**src/verilog/unused_placeholder_removed.sv**
```systemverilog
// Intentionally minimal: no additional logic
`timescale 1ns/1ps
`default_nettype none
`default_nettype wire

```
**src/verilog/seg_gate_pkg.sv**
```systemverilog
// Package for the segmentation and call-gate protection unit
package seg_gate_pkg;

    // Register byte offsets
    localparam logic [7:0] OFF_MODE_CTRL = 8'h00;
    localparam logic [7:0] OFF_MODE_STAT = 8'h04;
    localparam logic [7:0] OFF_GT_BASE_LO = 8'h08;
    localparam logic [7:0] OFF_GT_BASE_HI = 8'h0C;
    localparam logic [7:0] OFF_LT_SEL = 8'h10;
    localparam logic [7:0] OFF_LT_BASE_LO = 8'h14;
    localparam logic [7:0] OFF_LT_BASE_HI = 8'h18;
    localparam logic [7:0] OFF_REQ_SEL = 8'h1C;
    localparam logic [7:0] OFF_REQ_OFFSET = 8'h20;
    localparam logic [7:0] OFF_REQ_CMD = 8'h24;
    localparam logic [7:0] OFF_RES_LIN_LO = 8'h28;
    localparam logic [7:0] OFF_RES_LIN_HI = 8'h2C;
    localparam logic [7:0] OFF_RES_SEL = 8'h30;
    localparam logic [7:0] OFF_DESC0 = 8'h34;
    localparam logic [7:0] OFF_DESC1 = 8'h38;
    localparam logic [7:0] OFF_DESC2 = 8'h3C;
    localparam logic [7:0] OFF_DESC3 = 8'h40;
    localparam logic [7:0] OFF_TGT0 = 8'h44;
    localparam logic [7:0] OFF_TGT1 = 8'h48;
    localparam logic [7:0] OFF_STACK_SEL = 8'h4C;
    localparam logic [7:0] OFF_IRQ_STAT = 8'h50;
    localparam logic [7:0] OFF_IRQ_MASK = 8'h54;
    localparam logic [7:0] OFF_FETCH_ADDR_LO = 8'h58;
    localparam logic [7:0] OFF_FETCH_ADDR_HI = 8'h5C;

    // Mode control write codes
    localparam logic [1:0] MODE_REQ_PROT = 2'h1;
    localparam logic [1:0] MODE_REQ_EXT = 2'h2;
    localparam logic [1:0] MODE_REQ_COMPAT = 2'h3;

    // Command codes
    localparam logic [1:0] CMD_ACCESS = 2'h1;
    localparam logic [1:0] CMD_GATE_CALL = 2'h2;

    // Descriptor field positions (legacy 8-byte layout)
    localparam int unsigned DESC_TYPE_LSB = 40;
    localparam int unsigned DESC_DPL_LSB = 45;
    localparam int unsigned DESC_PRESENT_BIT = 47;
    localparam int unsigned DESC_DB_BIT = 54;
    localparam int unsigned DESC_L_BIT = 53;

    // Descriptor type codes
    localparam logic [4:0] TYPE_CALL_GATE = 5'h0C;
    localparam logic [4:0] TYPE_TASK_GATE = 5'h05;

    // Entry sizes in bytes and the null selector
    localparam logic [4:0] LEGACY_DESC_BYTES = 5'h08;
    localparam logic [4:0] WIDE_DESC_BYTES = 5'h10;
    localparam logic [15:0] NULL_SELECTOR = 16'h0000;

    // Status and interrupt bits
    localparam int unsigned IRQ_DONE_BIT = 0;
    localparam int unsigned IRQ_GP_BIT = 1;
    localparam logic [1:0] IRQ_RESET = 2'h0;
    localparam logic [1:0] CPL_RESET = 2'h0;

    typedef enum logic [1:0]
    {
        MODE_REAL = 2'b00,
        MODE_PROT = 2'b01,
        MODE_EXT64 = 2'b10,
        MODE_COMPAT = 2'b11
    } op_mode_type;

    typedef enum logic [2:0]
    {
        ST_IDLE = 3'b000,
        ST_FETCH_DESC = 3'b001,
        ST_CHECK = 3'b010,
        ST_FETCH_TGT = 3'b011,
        ST_FETCH_STACK = 3'b100,
        ST_FINISH = 3'b101
    } fsm_type;

    typedef struct packed
    {
        logic [12:0] index;
        logic table_local;
        logic [1:0] rpl;
    } selector_type;

    typedef struct packed
    {
        logic [1:0] htrans;
        logic [31:0] haddr;
        logic hwrite;
        logic [2:0] hsize;
        logic hsel;
    } ahb_addr_type;

endpackage

```
**src/verilog/segment_gate_protection.sv**
```systemverilog
// Segmentation and call-gate protection unit with AHB-Lite register port
//
// Register access over AHB-Lite and the register addresses are this design's own decisions.
`timescale 1ns/1ps
`default_nettype none

module segment_gate_protection
(
    // Clock and reset
    input wire logic ref_clk,
    input wire logic srst,
    // AHB-Lite slave
    input wire logic hsel,
    input wire logic [31:0] haddr,
    input wire logic [1:0] htrans,
    input wire logic hwrite,
    input wire logic [2:0] hsize,
    input wire logic hready,
    input wire logic [31:0] hwdata,
    output logic [31:0] hrdata,
    output logic hreadyout,
    output logic hresp,
    // Descriptor memory read port
    output logic mem_req,
    output logic [63:0] mem_addr,
    input wire logic mem_ack,
    input wire logic [63:0] mem_rdata,
    // Task state segment stack selector input, loaded when a gate call moves to a more privileged target level outside wide mode; wide mode loads the null selector
    input wire logic [15:0] tss_stack_sel,
    // Status
    output logic [1:0] op_mode,
    output logic [1:0] current_privilege_level,
    output logic gp_fault,
    output logic irq
);

    ////////////////////////////////////////////////////////////////////////
    // Descriptor decode helpers

    function automatic logic [63:0] desc_base(input logic [127:0] d, input logic wide);
        logic [63:0] b;
        b = {32'h0000_0000, d[63:56], d[39:16]};
        if (wide)
            b[63:32] = d[95:64];
        return b;
    endfunction

    function automatic logic [63:0] entry_addr(input logic [63:0] tbase, input logic [12:0] idx,
                                               input logic wide);
        logic [63:0] step;
        step = wide ? 64'(seg_gate_pkg::WIDE_DESC_BYTES) : 64'(seg_gate_pkg::LEGACY_DESC_BYTES);
        return tbase + 64'(idx) * step;
    endfunction

    ////////////////////////////////////////////////////////////////////////
    // Bus address phase capture

    seg_gate_pkg::ahb_addr_type aphase_q;
    logic bus_wr;
    logic bus_rd;
    logic [7:0] waddr;

    always_ff @(posedge ref_clk)
    begin
        if (srst)
            aphase_q <= '0;
        else if (hready)
            aphase_q <= '{htrans: htrans, haddr: haddr, hwrite: hwrite, hsize: hsize, hsel: hsel};
    end

    assign bus_wr = aphase_q.hsel && aphase_q.htrans[1] && aphase_q.hwrite;
    assign bus_rd = hsel && htrans[1] && !hwrite && hready;
    assign waddr = aphase_q.haddr[7:0];

    ////////////////////////////////////////////////////////////////////////
    // Software registers

    seg_gate_pkg::op_mode_type mode_q;
    logic [63:0] gt_base_q;
    logic [15:0] lt_sel_q;
    logic [63:0] lt_base_q;
    logic [15:0] req_sel_q;
    logic [63:0] req_off_q;
    logic [1:0] irq_stat_q;
    logic [1:0] irq_mask_q;
    logic [1:0] cpl_q;
    logic start_q;
    logic [1:0] cmd_q;
    logic wide_mode;
    logic busy;

    assign wide_mode = (mode_q == seg_gate_pkg::MODE_EXT64) || (mode_q == seg_gate_pkg::MODE_COMPAT);

    always_ff @(posedge ref_clk)
    begin
        if (srst)
            mode_q <= seg_gate_pkg::MODE_REAL;
        else if (bus_wr && waddr == seg_gate_pkg::OFF_MODE_CTRL)
        begin
            case (hwdata[1:0])
                seg_gate_pkg::MODE_REQ_PROT:
                    mode_q <= seg_gate_pkg::MODE_PROT;
                seg_gate_pkg::MODE_REQ_EXT:
                    if (mode_q != seg_gate_pkg::MODE_REAL)
                        mode_q <= seg_gate_pkg::MODE_EXT64;
                seg_gate_pkg::MODE_REQ_COMPAT:
                    if (mode_q != seg_gate_pkg::MODE_REAL)
                        mode_q <= seg_gate_pkg::MODE_COMPAT;
                default:
                    mode_q <= mode_q;
            endcase
        end
    end

    // Upper base halves are stored in every mode and used for fetches in every mode but real; only readback masks them outside wide mode
    always_ff @(posedge ref_clk)
    begin
        if (srst)
        begin
            gt_base_q <= '0;
            lt_sel_q <= '0;
            req_sel_q <= '0;
            req_off_q <= '0;
        end
        else if (bus_wr)
        begin
            case (waddr)
                seg_gate_pkg::OFF_GT_BASE_LO: gt_base_q[31:0] <= hwdata;
                seg_gate_pkg::OFF_GT_BASE_HI: gt_base_q[63:32] <= hwdata;
                seg_gate_pkg::OFF_LT_SEL: lt_sel_q <= hwdata[15:0];
                seg_gate_pkg::OFF_REQ_SEL: req_sel_q <= hwdata[15:0];
                seg_gate_pkg::OFF_REQ_OFFSET: req_off_q[31:0] <= hwdata;
                seg_gate_pkg::OFF_FETCH_ADDR_HI: req_off_q[63:32] <= hwdata;
                default: req_off_q <= req_off_q;
            endcase
        end
    end

    always_ff @(posedge ref_clk)
    begin
        if (srst)
        begin
            start_q <= 1'b0;
            cmd_q <= '0;
        end
        else
        begin
            start_q <= bus_wr && waddr == seg_gate_pkg::OFF_REQ_CMD && !busy;
            if (bus_wr && waddr == seg_gate_pkg::OFF_REQ_CMD && !busy)
                cmd_q <= hwdata[1:0];
        end
    end

    always_ff @(posedge ref_clk)
    begin
        if (srst)
            irq_mask_q <= seg_gate_pkg::IRQ_RESET;
        else if (bus_wr && waddr == seg_gate_pkg::OFF_IRQ_MASK)
            irq_mask_q <= hwdata[1:0];
    end

    ////////////////////////////////////////////////////////////////////////
    // Translation and gate state machine

    seg_gate_pkg::fsm_type st_q;
    logic [127:0] desc_q;
    logic [127:0] tgt_q;
    logic half_q;
    logic [63:0] lin_q;
    logic [15:0] res_sel_q;
    logic [15:0] stack_sel_q;
    logic fault_q;
    logic done_ev;
    logic gp_ev;
    seg_gate_pkg::selector_type sel;
    seg_gate_pkg::selector_type tsel;
    logic [63:0] tbl_base;
    logic [63:0] tgt_tbl_base;
    logic [1:0] dpl;
    logic [1:0] tgt_dpl;
    logic [4:0] dtype;
    logic wide_desc;

    assign busy = st_q != seg_gate_pkg::ST_IDLE;
    assign sel = req_sel_q;
    assign tsel = desc_q[31:16];
    assign wide_desc = mode_q == seg_gate_pkg::MODE_EXT64;
    assign tbl_base = sel.table_local ? lt_base_q : gt_base_q;
    assign tgt_tbl_base = tsel.table_local ? lt_base_q : gt_base_q;
    assign dpl = desc_q[seg_gate_pkg::DESC_DPL_LSB +: 2];
    assign tgt_dpl = tgt_q[seg_gate_pkg::DESC_DPL_LSB +: 2];
    assign dtype = {desc_q[44], desc_q[seg_gate_pkg::DESC_TYPE_LSB +: 4]};

    // Local table base is written directly over the bus; lt_sel_q does not load it
    always_ff @(posedge ref_clk)
    begin
        if (srst)
            lt_base_q <= '0;
        else if (bus_wr && waddr == seg_gate_pkg::OFF_LT_BASE_LO)
            lt_base_q[31:0] <= hwdata;
        else if (bus_wr && waddr == seg_gate_pkg::OFF_LT_BASE_HI)
            lt_base_q[63:32] <= hwdata;
    end

    always_ff @(posedge ref_clk)
    begin
        if (srst)
        begin
            st_q <= seg_gate_pkg::ST_IDLE;
            desc_q <= '0;
            tgt_q <= '0;
            half_q <= 1'b0;
            lin_q <= '0;
            res_sel_q <= '0;
            stack_sel_q <= '0;
            fault_q <= 1'b0;
            done_ev <= 1'b0;
            gp_ev <= 1'b0;
            cpl_q <= seg_gate_pkg::CPL_RESET;
            mem_req <= 1'b0;
            mem_addr <= '0;
        end
        else
        begin
            done_ev <= 1'b0;
            gp_ev <= 1'b0;
            case (st_q)
                seg_gate_pkg::ST_IDLE:
                    if (start_q)
                    begin
                        fault_q <= 1'b0;
                        half_q <= 1'b0;
                        if (mode_q == seg_gate_pkg::MODE_REAL)
                        begin
                            lin_q <= {44'h0_0000_0000_0, req_sel_q, 4'h0} + req_off_q;
                            st_q <= seg_gate_pkg::ST_FINISH;
                        end
                        else
                        begin
                            mem_addr <= entry_addr(tbl_base, sel.index, wide_desc);
                            mem_req <= 1'b1;
                            st_q <= seg_gate_pkg::ST_FETCH_DESC;
                        end
                    end
                seg_gate_pkg::ST_FETCH_DESC:
                    if (mem_ack)
                    begin
                        if (!half_q)
                            desc_q[63:0] <= mem_rdata;
                        else
                            desc_q[127:64] <= mem_rdata;
                        // Second half only for 16-byte entries
                        if (wide_desc && !half_q)
                        begin
                            half_q <= 1'b1;
                            mem_addr <= mem_addr + 64'h0000_0000_0000_0008;
                        end
                        else
                        begin
                            mem_req <= 1'b0;
                            half_q <= 1'b0;
                            st_q <= seg_gate_pkg::ST_CHECK;
                        end
                    end
                seg_gate_pkg::ST_CHECK:
                    if (cmd_q == seg_gate_pkg::CMD_GATE_CALL)
                    begin
                        if ((wide_mode && dtype == seg_gate_pkg::TYPE_TASK_GATE)
                            || dtype != seg_gate_pkg::TYPE_CALL_GATE
                            || !desc_q[seg_gate_pkg::DESC_PRESENT_BIT]
                            || cpl_q > dpl || sel.rpl > dpl)
                        begin
                            fault_q <= 1'b1;
                            st_q <= seg_gate_pkg::ST_FINISH;
                        end
                        else
                        begin
                            mem_addr <= entry_addr(tgt_tbl_base, tsel.index, wide_desc);
                            mem_req <= 1'b1;
                            st_q <= seg_gate_pkg::ST_FETCH_TGT;
                        end
                    end
                    else
                    begin
                        if (!desc_q[seg_gate_pkg::DESC_PRESENT_BIT]
                            || (cpl_q > dpl) || (sel.rpl > dpl))
                            fault_q <= 1'b1;
                        else
                            lin_q <= desc_base(desc_q, wide_desc) + req_off_q;
                        res_sel_q <= req_sel_q;
                        st_q <= seg_gate_pkg::ST_FINISH;
                    end
                seg_gate_pkg::ST_FETCH_TGT:
                    if (mem_ack)
                    begin
                        if (!half_q)
                            tgt_q[63:0] <= mem_rdata;
                        else
                            tgt_q[127:64] <= mem_rdata;
                        if (wide_desc && !half_q)
                        begin
                            half_q <= 1'b1;
                            mem_addr <= mem_addr + 64'h0000_0000_0000_0008;
                        end
                        else
                        begin
                            mem_req <= 1'b0;
                            half_q <= 1'b0;
                            st_q <= seg_gate_pkg::ST_FETCH_STACK;
                        end
                    end
                seg_gate_pkg::ST_FETCH_STACK:
                begin
                    if (tgt_dpl > cpl_q || !tgt_q[seg_gate_pkg::DESC_PRESENT_BIT])
                        fault_q <= 1'b1;
                    else
                    begin
                        res_sel_q <= tsel;
                        // Entry offset from gate; 32-bit high half or 16-bit legacy, wide adds upper
                        lin_q <= {(wide_desc ? desc_q[95:64] : 32'h0000_0000),
                                  (desc_q[43] ? desc_q[63:48] : 16'h0000), desc_q[15:0]};
                        if (tgt_dpl < cpl_q)
                            stack_sel_q <= wide_mode ? seg_gate_pkg::NULL_SELECTOR
                                                     : tss_stack_sel;
                        cpl_q <= tgt_dpl;
                    end
                    st_q <= seg_gate_pkg::ST_FINISH;
                end
                seg_gate_pkg::ST_FINISH:
                begin
                    done_ev <= 1'b1;
                    gp_ev <= fault_q;
                    st_q <= seg_gate_pkg::ST_IDLE;
                end
                default:
                    st_q <= seg_gate_pkg::ST_IDLE;
            endcase
        end
    end

    ////////////////////////////////////////////////////////////////////////
    // Interrupt status, set wins over write-one-to-clear

    always_ff @(posedge ref_clk)
    begin
        if (srst)
            irq_stat_q <= seg_gate_pkg::IRQ_RESET;
        else
        begin
            for (int i = 0; i < 2; i++)
                if ((i == seg_gate_pkg::IRQ_DONE_BIT && done_ev) || (i == seg_gate_pkg::IRQ_GP_BIT && gp_ev))
                    irq_stat_q[i] <= 1'b1;
                else if (bus_wr && waddr == seg_gate_pkg::OFF_IRQ_STAT && hwdata[i])
                    irq_stat_q[i] <= 1'b0;
        end
    end

    ////////////////////////////////////////////////////////////////////////
    // Outputs and read data

    always_ff @(posedge ref_clk)
    begin
        if (srst)
        begin
            irq <= 1'b0;
            gp_fault <= 1'b0;
            op_mode <= seg_gate_pkg::MODE_REAL;
            current_privilege_level <= seg_gate_pkg::CPL_RESET;
            hreadyout <= 1'b1;
            hresp <= 1'b0;
            hrdata <= '0;
        end
        else
        begin
            irq <= |(irq_stat_q & irq_mask_q);
            gp_fault <= gp_ev;
            op_mode <= mode_q;
            current_privilege_level <= cpl_q;
            hreadyout <= 1'b1;
            hresp <= 1'b0;
            if (bus_rd)
            begin
                case (haddr[7:0])
                    seg_gate_pkg::OFF_MODE_CTRL: hrdata <= {30'h0000_0000, mode_q};
                    seg_gate_pkg::OFF_MODE_STAT: hrdata <= {27'h000_0000, fault_q, busy, 1'b0, cpl_q};
                    seg_gate_pkg::OFF_GT_BASE_LO: hrdata <= gt_base_q[31:0];
                    seg_gate_pkg::OFF_GT_BASE_HI: hrdata <= wide_mode ? gt_base_q[63:32] : 32'h0000_0000;
                    seg_gate_pkg::OFF_LT_SEL: hrdata <= {16'h0000, lt_sel_q};
                    seg_gate_pkg::OFF_LT_BASE_LO: hrdata <= lt_base_q[31:0];
                    seg_gate_pkg::OFF_LT_BASE_HI: hrdata <= wide_mode ? lt_base_q[63:32] : 32'h0000_0000;
                    seg_gate_pkg::OFF_REQ_SEL: hrdata <= {16'h0000, req_sel_q};
                    seg_gate_pkg::OFF_REQ_OFFSET: hrdata <= req_off_q[31:0];
                    seg_gate_pkg::OFF_RES_LIN_LO: hrdata <= lin_q[31:0];
                    seg_gate_pkg::OFF_RES_LIN_HI: hrdata <= lin_q[63:32];
                    seg_gate_pkg::OFF_RES_SEL: hrdata <= {16'h0000, res_sel_q};
                    seg_gate_pkg::OFF_DESC0: hrdata <= desc_q[31:0];
                    seg_gate_pkg::OFF_DESC1: hrdata <= desc_q[63:32];
                    seg_gate_pkg::OFF_DESC2: hrdata <= desc_q[95:64];
                    seg_gate_pkg::OFF_DESC3: hrdata <= desc_q[127:96];
                    seg_gate_pkg::OFF_TGT0: hrdata <= tgt_q[31:0];
                    seg_gate_pkg::OFF_TGT1: hrdata <= tgt_q[63:32];
                    seg_gate_pkg::OFF_STACK_SEL: hrdata <= {16'h0000, stack_sel_q};
                    seg_gate_pkg::OFF_IRQ_STAT: hrdata <= {30'h0000_0000, irq_stat_q};
                    seg_gate_pkg::OFF_IRQ_MASK: hrdata <= {30'h0000_0000, irq_mask_q};
                    default: hrdata <= 32'h0000_0000;
                endcase
            end
        end
    end

endmodule

`default_nettype wire

```
**config.mk**
```make
export PLATFORM = sky130hd
export DESIGN_NAME = segment_gate_protection
export DESIGN_NICKNAME = d
export VERILOG_FILES = /design/src/verilog/unused_placeholder_removed.sv /design/src/verilog/seg_gate_pkg.sv /design/src/verilog/segment_gate_protection.sv
export SDC_FILE = /design/constraint.sdc
export NUM_CORES = 2
export LEC_CHECK = 0
export ABC_AREA = 0
export BUFFER_PORTS_ARGS = -buffer_cell sky130_fd_sc_hd__buf_2
export CAP_MARGIN = 20
export CORE_ASPECT_RATIO = 1.4
export CORE_UTILIZATION = 65
export DETAILED_ROUTE_END_ITERATION = 8
export GPL_TIMING_DRIVEN = 0
export PLACE_DENSITY = 0.94
export SLEW_MARGIN = 10
export SYNTH_ARGS = -nofsm -noshare
export SYNTH_HDL_FRONTEND = slang
export SYNTH_SLANG_ARGS = --single-unit
```
**constraint.sdc**
```tcl
create_clock -name ref_clk -period 9.9 [get_ports ref_clk]
set_input_delay 0.495 -clock ref_clk [delete_from_list [all_inputs] [get_ports ref_clk]]
set_output_delay 0.495 -clock ref_clk [all_outputs]
set_load 0.01 [all_outputs]
```
==> results of run 1 <==
[logic make-up after synthesis]
group,after synthesis
fa+ha+maj,178
simple gates,2127
xor+xnor,221
mux,159
buf+inv,487
compound gates,1675
flops,644
other cells,2
[per-layer routing]
layer	global-route usage (%)	GRT overflow
met1	78.0	30
met2	96.2	784
met3	70.5	49
met4	82.0	392
met5	52.3	12
[through the flow]
stage | setup slack [ps] | hold slack (ps) | util [%] | std cells | cell area (sq um)
after CTS | 2170 | 95.0 | 73.2 | 6683 | 45600
after detailed placement | 2180 | 446 | 70.0 | 6574 | 43600
after global placement | 2290 | 433 | 69.6 | 6556 | 43300
after floorplan | 4460 | 413 | - | 5516 | 41200
==> summary.txt, run 1 <==
Global routing
  • GR Overflow Total: 1,267
  • GRT Overall Usage: about four fifths
  • Vias in the first global route: 54,200
  • Largest net degree at the start of global routing: 16
  • Global-route wire length before repair: 395 mm

Synth
  • Mapped cell area: approximately 41,000 sq um
  • Yosys reg bits: 644
  • Commonest register cell after synthesis: dfxtp_1
  • Mux cell area share after synthesis: 3.98%
  • Sequential-to-total area share from yosys stat: a little under a third
  • Post-synthesis adder-cell area fraction: 5.92%
  • Syn Inst Count: 5,493
  • Post-synth top area cell: dfxtp_1
  • Simple-gate share of the synthesized area: 23.4%
  • Async set or reset register ratio after synthesis: 0%
  • Most numerous cell in the Yosys netlist: nand2_1
  • Yosys top cell area share: 31.3%
  • Area contributors post-synth: dfxtp_1, nand2_1, a21oi_1, ha_1, nor2_1
  • Synth top cells by count: nand2_1, a21oi_1, dfxtp_1
  • Syn_area_per_cell: 7.49 sq um
  • Synth Area in Compound Gates: roughly a quarter
  • Post-synthesis xor/xnor area fraction: 4.70%
  • Synth cell types: ~110
  • Syn. warnings: 0
  • Post-synth EDFFs: 0
  • Main combinational cell family by area after synthesis: compound AO/OA/AOI/OAI gates

Clocking
  • Post-CTS setup buffers: 0
  • Clock buffer depth: 3
  • PostCTS Resize Cnt: 0
  • CTS sink cnt: 644
  • Total CTS buffers: 60
  • # H-tree levels: 2
  • Hold_buf cts: 0
  • Root Buffer: clkbuf_16

Placed design
  • Global placer's final weighted congestion: 1.54
  • Buffers on Ports: 215
  • DP Wirelength: 164 mm

Die
  • Die Ht: 300 microns
  • # IOs: between 200 and 300
  • Initial Utilization: 66.1%
  • Std cell rows: 108
  • Die X: 215 microns

Status
  • Log Error: [ERROR GRT-0116] Global routing finished with congestion. Check the congestion regions in the DRC Viewer.
  • Failed at: global routing (5_1_grt)
  • Status: did not finish
==> run 2: changes to the inputs <==
CORE_ASPECT_RATIO = not set   (was 1.4)
CORE_UTILIZATION = 40   (was 65)
PLACE_DENSITY = not set   (was 0.94)
PLACE_DENSITY_LB_ADDON = 0.15   (was not set)
==> summary.txt, run 2 <==
Die
  • Die area: about 100,000 sq um
  • Initial Utilization: 40.4% (was 66.1%)
  • Die X: 323 microns (was 215 microns)
  • # IOs: 260 (unchanged)
  • Std cell rows: 117 (was 108)
  • Core ar.: 102,000 sq um
  • Die Ht: 323 microns (was 300 microns)

Clocking
  • Clock Pin Slew Worst Setup and Hold Paths: 70 ps
  • Worst-Skew Late Latency: between 700 and 800 ps
  • Clock buffer depth: 3 (unchanged)
  • PostCTS Resize Cnt: 0 (unchanged)
  • Total CTS buffers: 78 (was 60)
  • Hold_buf cts: 0 (unchanged)
  • # H-tree levels: 3 (was 2)
  • Root Buffer: clkbuf_16 (unchanged)
  • Clock tree from TritonCTS: yes
  • Post-CTS setup buffers: 0 (unchanged)
  • CTS sink cnt: 644 (unchanged)

Cells and area
  • Most frequent cells in the layout: nand2_1, a21oi_1, dfxtp_1
  • Design area: 47,300 sq um
  • Area grow syn2layout: 14.9%
  • Share of cells above drive strength 1: a little under a tenth
  • Nets: 6,183
  • Biggest register: desc_q
  • Fin util: 46.4%
  • Commonest non-fill, non-tap cell in the layout: nand2_1
  • Max reg flops: 128

Timing
  • Final WS setup: 1470 ps
  • Final hold vios: 0
  • Peak Freq: 0.119 GHz
  • Relative slew slack: 7.35%
  • Layout Skew: roughly 48 ps
  • Period minus WS final: between 8000 and 9000 ps
  • Setup Viol. Count Final: 0
  • Pins Over Slew Limit: 0
  • Final Cycle Share: 85.1%
  • Worst Tran Pin Value: 1390 ps
  • RSZ-0062 raised after global routing: no
  • Setup TNS: 0 ps

Synth
  • Syn_area_per_cell: 7.49 sq um (unchanged)
  • Syn. warnings: 0 (unchanged)
  • Mapped cell area: 41,200 sq um (unchanged)
  • Syn Inst Count: 5,493 (unchanged)
  • Yosys reg bits: 644 (unchanged)
  • Synth top cells by count: nand2_1, a21oi_1, dfxtp_1 (unchanged)
  • Async set or reset register ratio after synthesis: 0% (unchanged)
  • Sequential-to-total area share from yosys stat: 31.3% (unchanged)
  • Synth cell types: 108 (unchanged)
  • Post-synth EDFFs: 0 (unchanged)
  • Area contributors post-synth: dfxtp_1, nand2_1, a21oi_1, ha_1, nor2_1 (unchanged)
  • Most numerous cell in the Yosys netlist: nand2_1 (unchanged)
  • Commonest register cell after synthesis: dfxtp_1 (unchanged)
  • Yosys top cell area share: 31.3% (unchanged)
  • Post-synth top area cell: dfxtp_1 (unchanged)

Job
  • Max Cap Viol: 0

Critical path
  • Req. time, crit path: approximately 10,000 ps
  • CP startpoint: desc_q[18]
  • Worst setup SP type: register
  • Crit. End Element: register
  • Critical path class: register to register
  • RR Startpoint: desc_q[18]
  • Worst Reg-to-Reg Cells: 21
  • Worst-path maximum fanout: 10
  • Worst EP arrival: 9020 ps

Placed design
  • Buffers on Ports: 215 (unchanged)
  • DP Wirelength: 217 mm (was 164 mm)
  • Post-place setup slack: 1950 ps (was 2180 ps)
  • Global placer's final weighted congestion: 1.09 (was 1.54)
  • DP Area: 44,500 sq um (was 43,600 sq um)

Global routing
  • Global-route wire length before repair: 362 mm
  • GR Overflow Total: 0
  • Vias in the first global route: 43,500
  • Initial antenna violation count: 19
  • GRT Overall Usage: 50.7%
  • Largest net degree at the start of global routing: 14

Drt
  • Initial DRC Count: between 8,000 and 9,000
  • Via/cell ratio: roughly 6.8
  • DRC: 0
  • Avg WL per Cell: 37.3 microns
  • DRT antenna net count: 0
  • Vias: 49,300
  • First-pass iteration count of the detailed router: 8
  • Total wire length: 272 mm

Power
  • Psw: 2.39 mW
  • VDD IR max: 180 uV
  • Combinational fraction of design power: 16.7%
  • Leak: 16.9 nW
  • Switching Share: between 30% and 40%
  • Internal: 4.72 mW
  • Flop pwr share: 39.5%
  • Pwr dens: 150 nW/um^2
  • Clock network power share: 43.8%

Worst hold path
  • Hold path depth: 3
  • Worst Hold Launch: mem_rdata[8]
  • HP Class: primary input to register

Status
  • Status: finished, final reports clean (was did not finish)
[run 2: worst paths after layout]
kind	end	slack, ps
max	mem_addr[59]	1470
min	tgt_q[8]	70
max reg2reg	mem_addr[59]	1470
min reg2reg	desc_q[111]	450
[run 2: through the flow]
step / power (mW) / hold WS, ps / instances
2_1_floorplan: 3.28 / 413 / 5516
3_3_place_gp: 3.90 / 425 / 7099
3_5_place_dp: 3.93 / 445 / 7130
4_1_cts: 6.97 / 52.1 / 7273
5_1_grt: 7.17 / 69.3 / 7281
6_report: 7.11 / 65.1 / 7292
[run 2: logic make-up (layout without fill, tap and decap cells)]
group           Yosys count  in the layout  share of synthesized area, %
mux                     159            159                          3.98
simple gates           2127           2127                          23.4
compound gates         1675           1675                          26.0
buf+inv                 487            884                          4.70
xor+xnor                221            221                          4.70
fa+ha+maj               178            178                          5.92
flops                   644            644                          31.3
other cells               2             36                        0.0182
[run 2: worst max-delay path, cell delays in order (launching register included)]
cell and delay [ps]:
dfxtp_1 660, buf_6 220, buf_6 170, buf_6 180, buf_2 320, buf_2 410, buf_1 830, clkbuf_2 780
mux2_2 420, ha_1 200, ha_1 280, ha_1 230, fa_1 410, a21o_1 200, a21oi_1 360, o21a_1 220
o311ai_0 330, a221oi_1 1220, nor2_1 150, xnor2_1 220, a221oi_1 330, a21oi_1 110
[run 2: final cells by class]
class | instances | area (sq um)
fill | 10700 | 54600
multi-input combinational | 4385 | 26500
sequential | 644 | 12900
clock buffer | 112 | 2240
buffer | 422 | 1720
tap | 1368 | 1710
timing repair buffer | 254 | 1550
clock inverter | 31 | 444
inverter | 65 | 244
antenna | 11 | 27.5
[run 2: power groups by stage]
stage	logic [mW]	registers, mW	clock network, mW
floorplan	0.501	2.78	0
global placement	1.05	2.85	0
detailed placement	1.08	2.85	0
CTS	1.09	2.79	3.09
global route	1.18	2.80	3.19
finish	1.19	2.81	3.11
[run 2: routing by layer]
layer,global-route usage [%],routed length [microns]
met5,0.648,183
met4,36.5,23900
met3,17.5,38700
met2,68.7,104000
met1,66.1,105000
(Power assumes the default switching activity.)
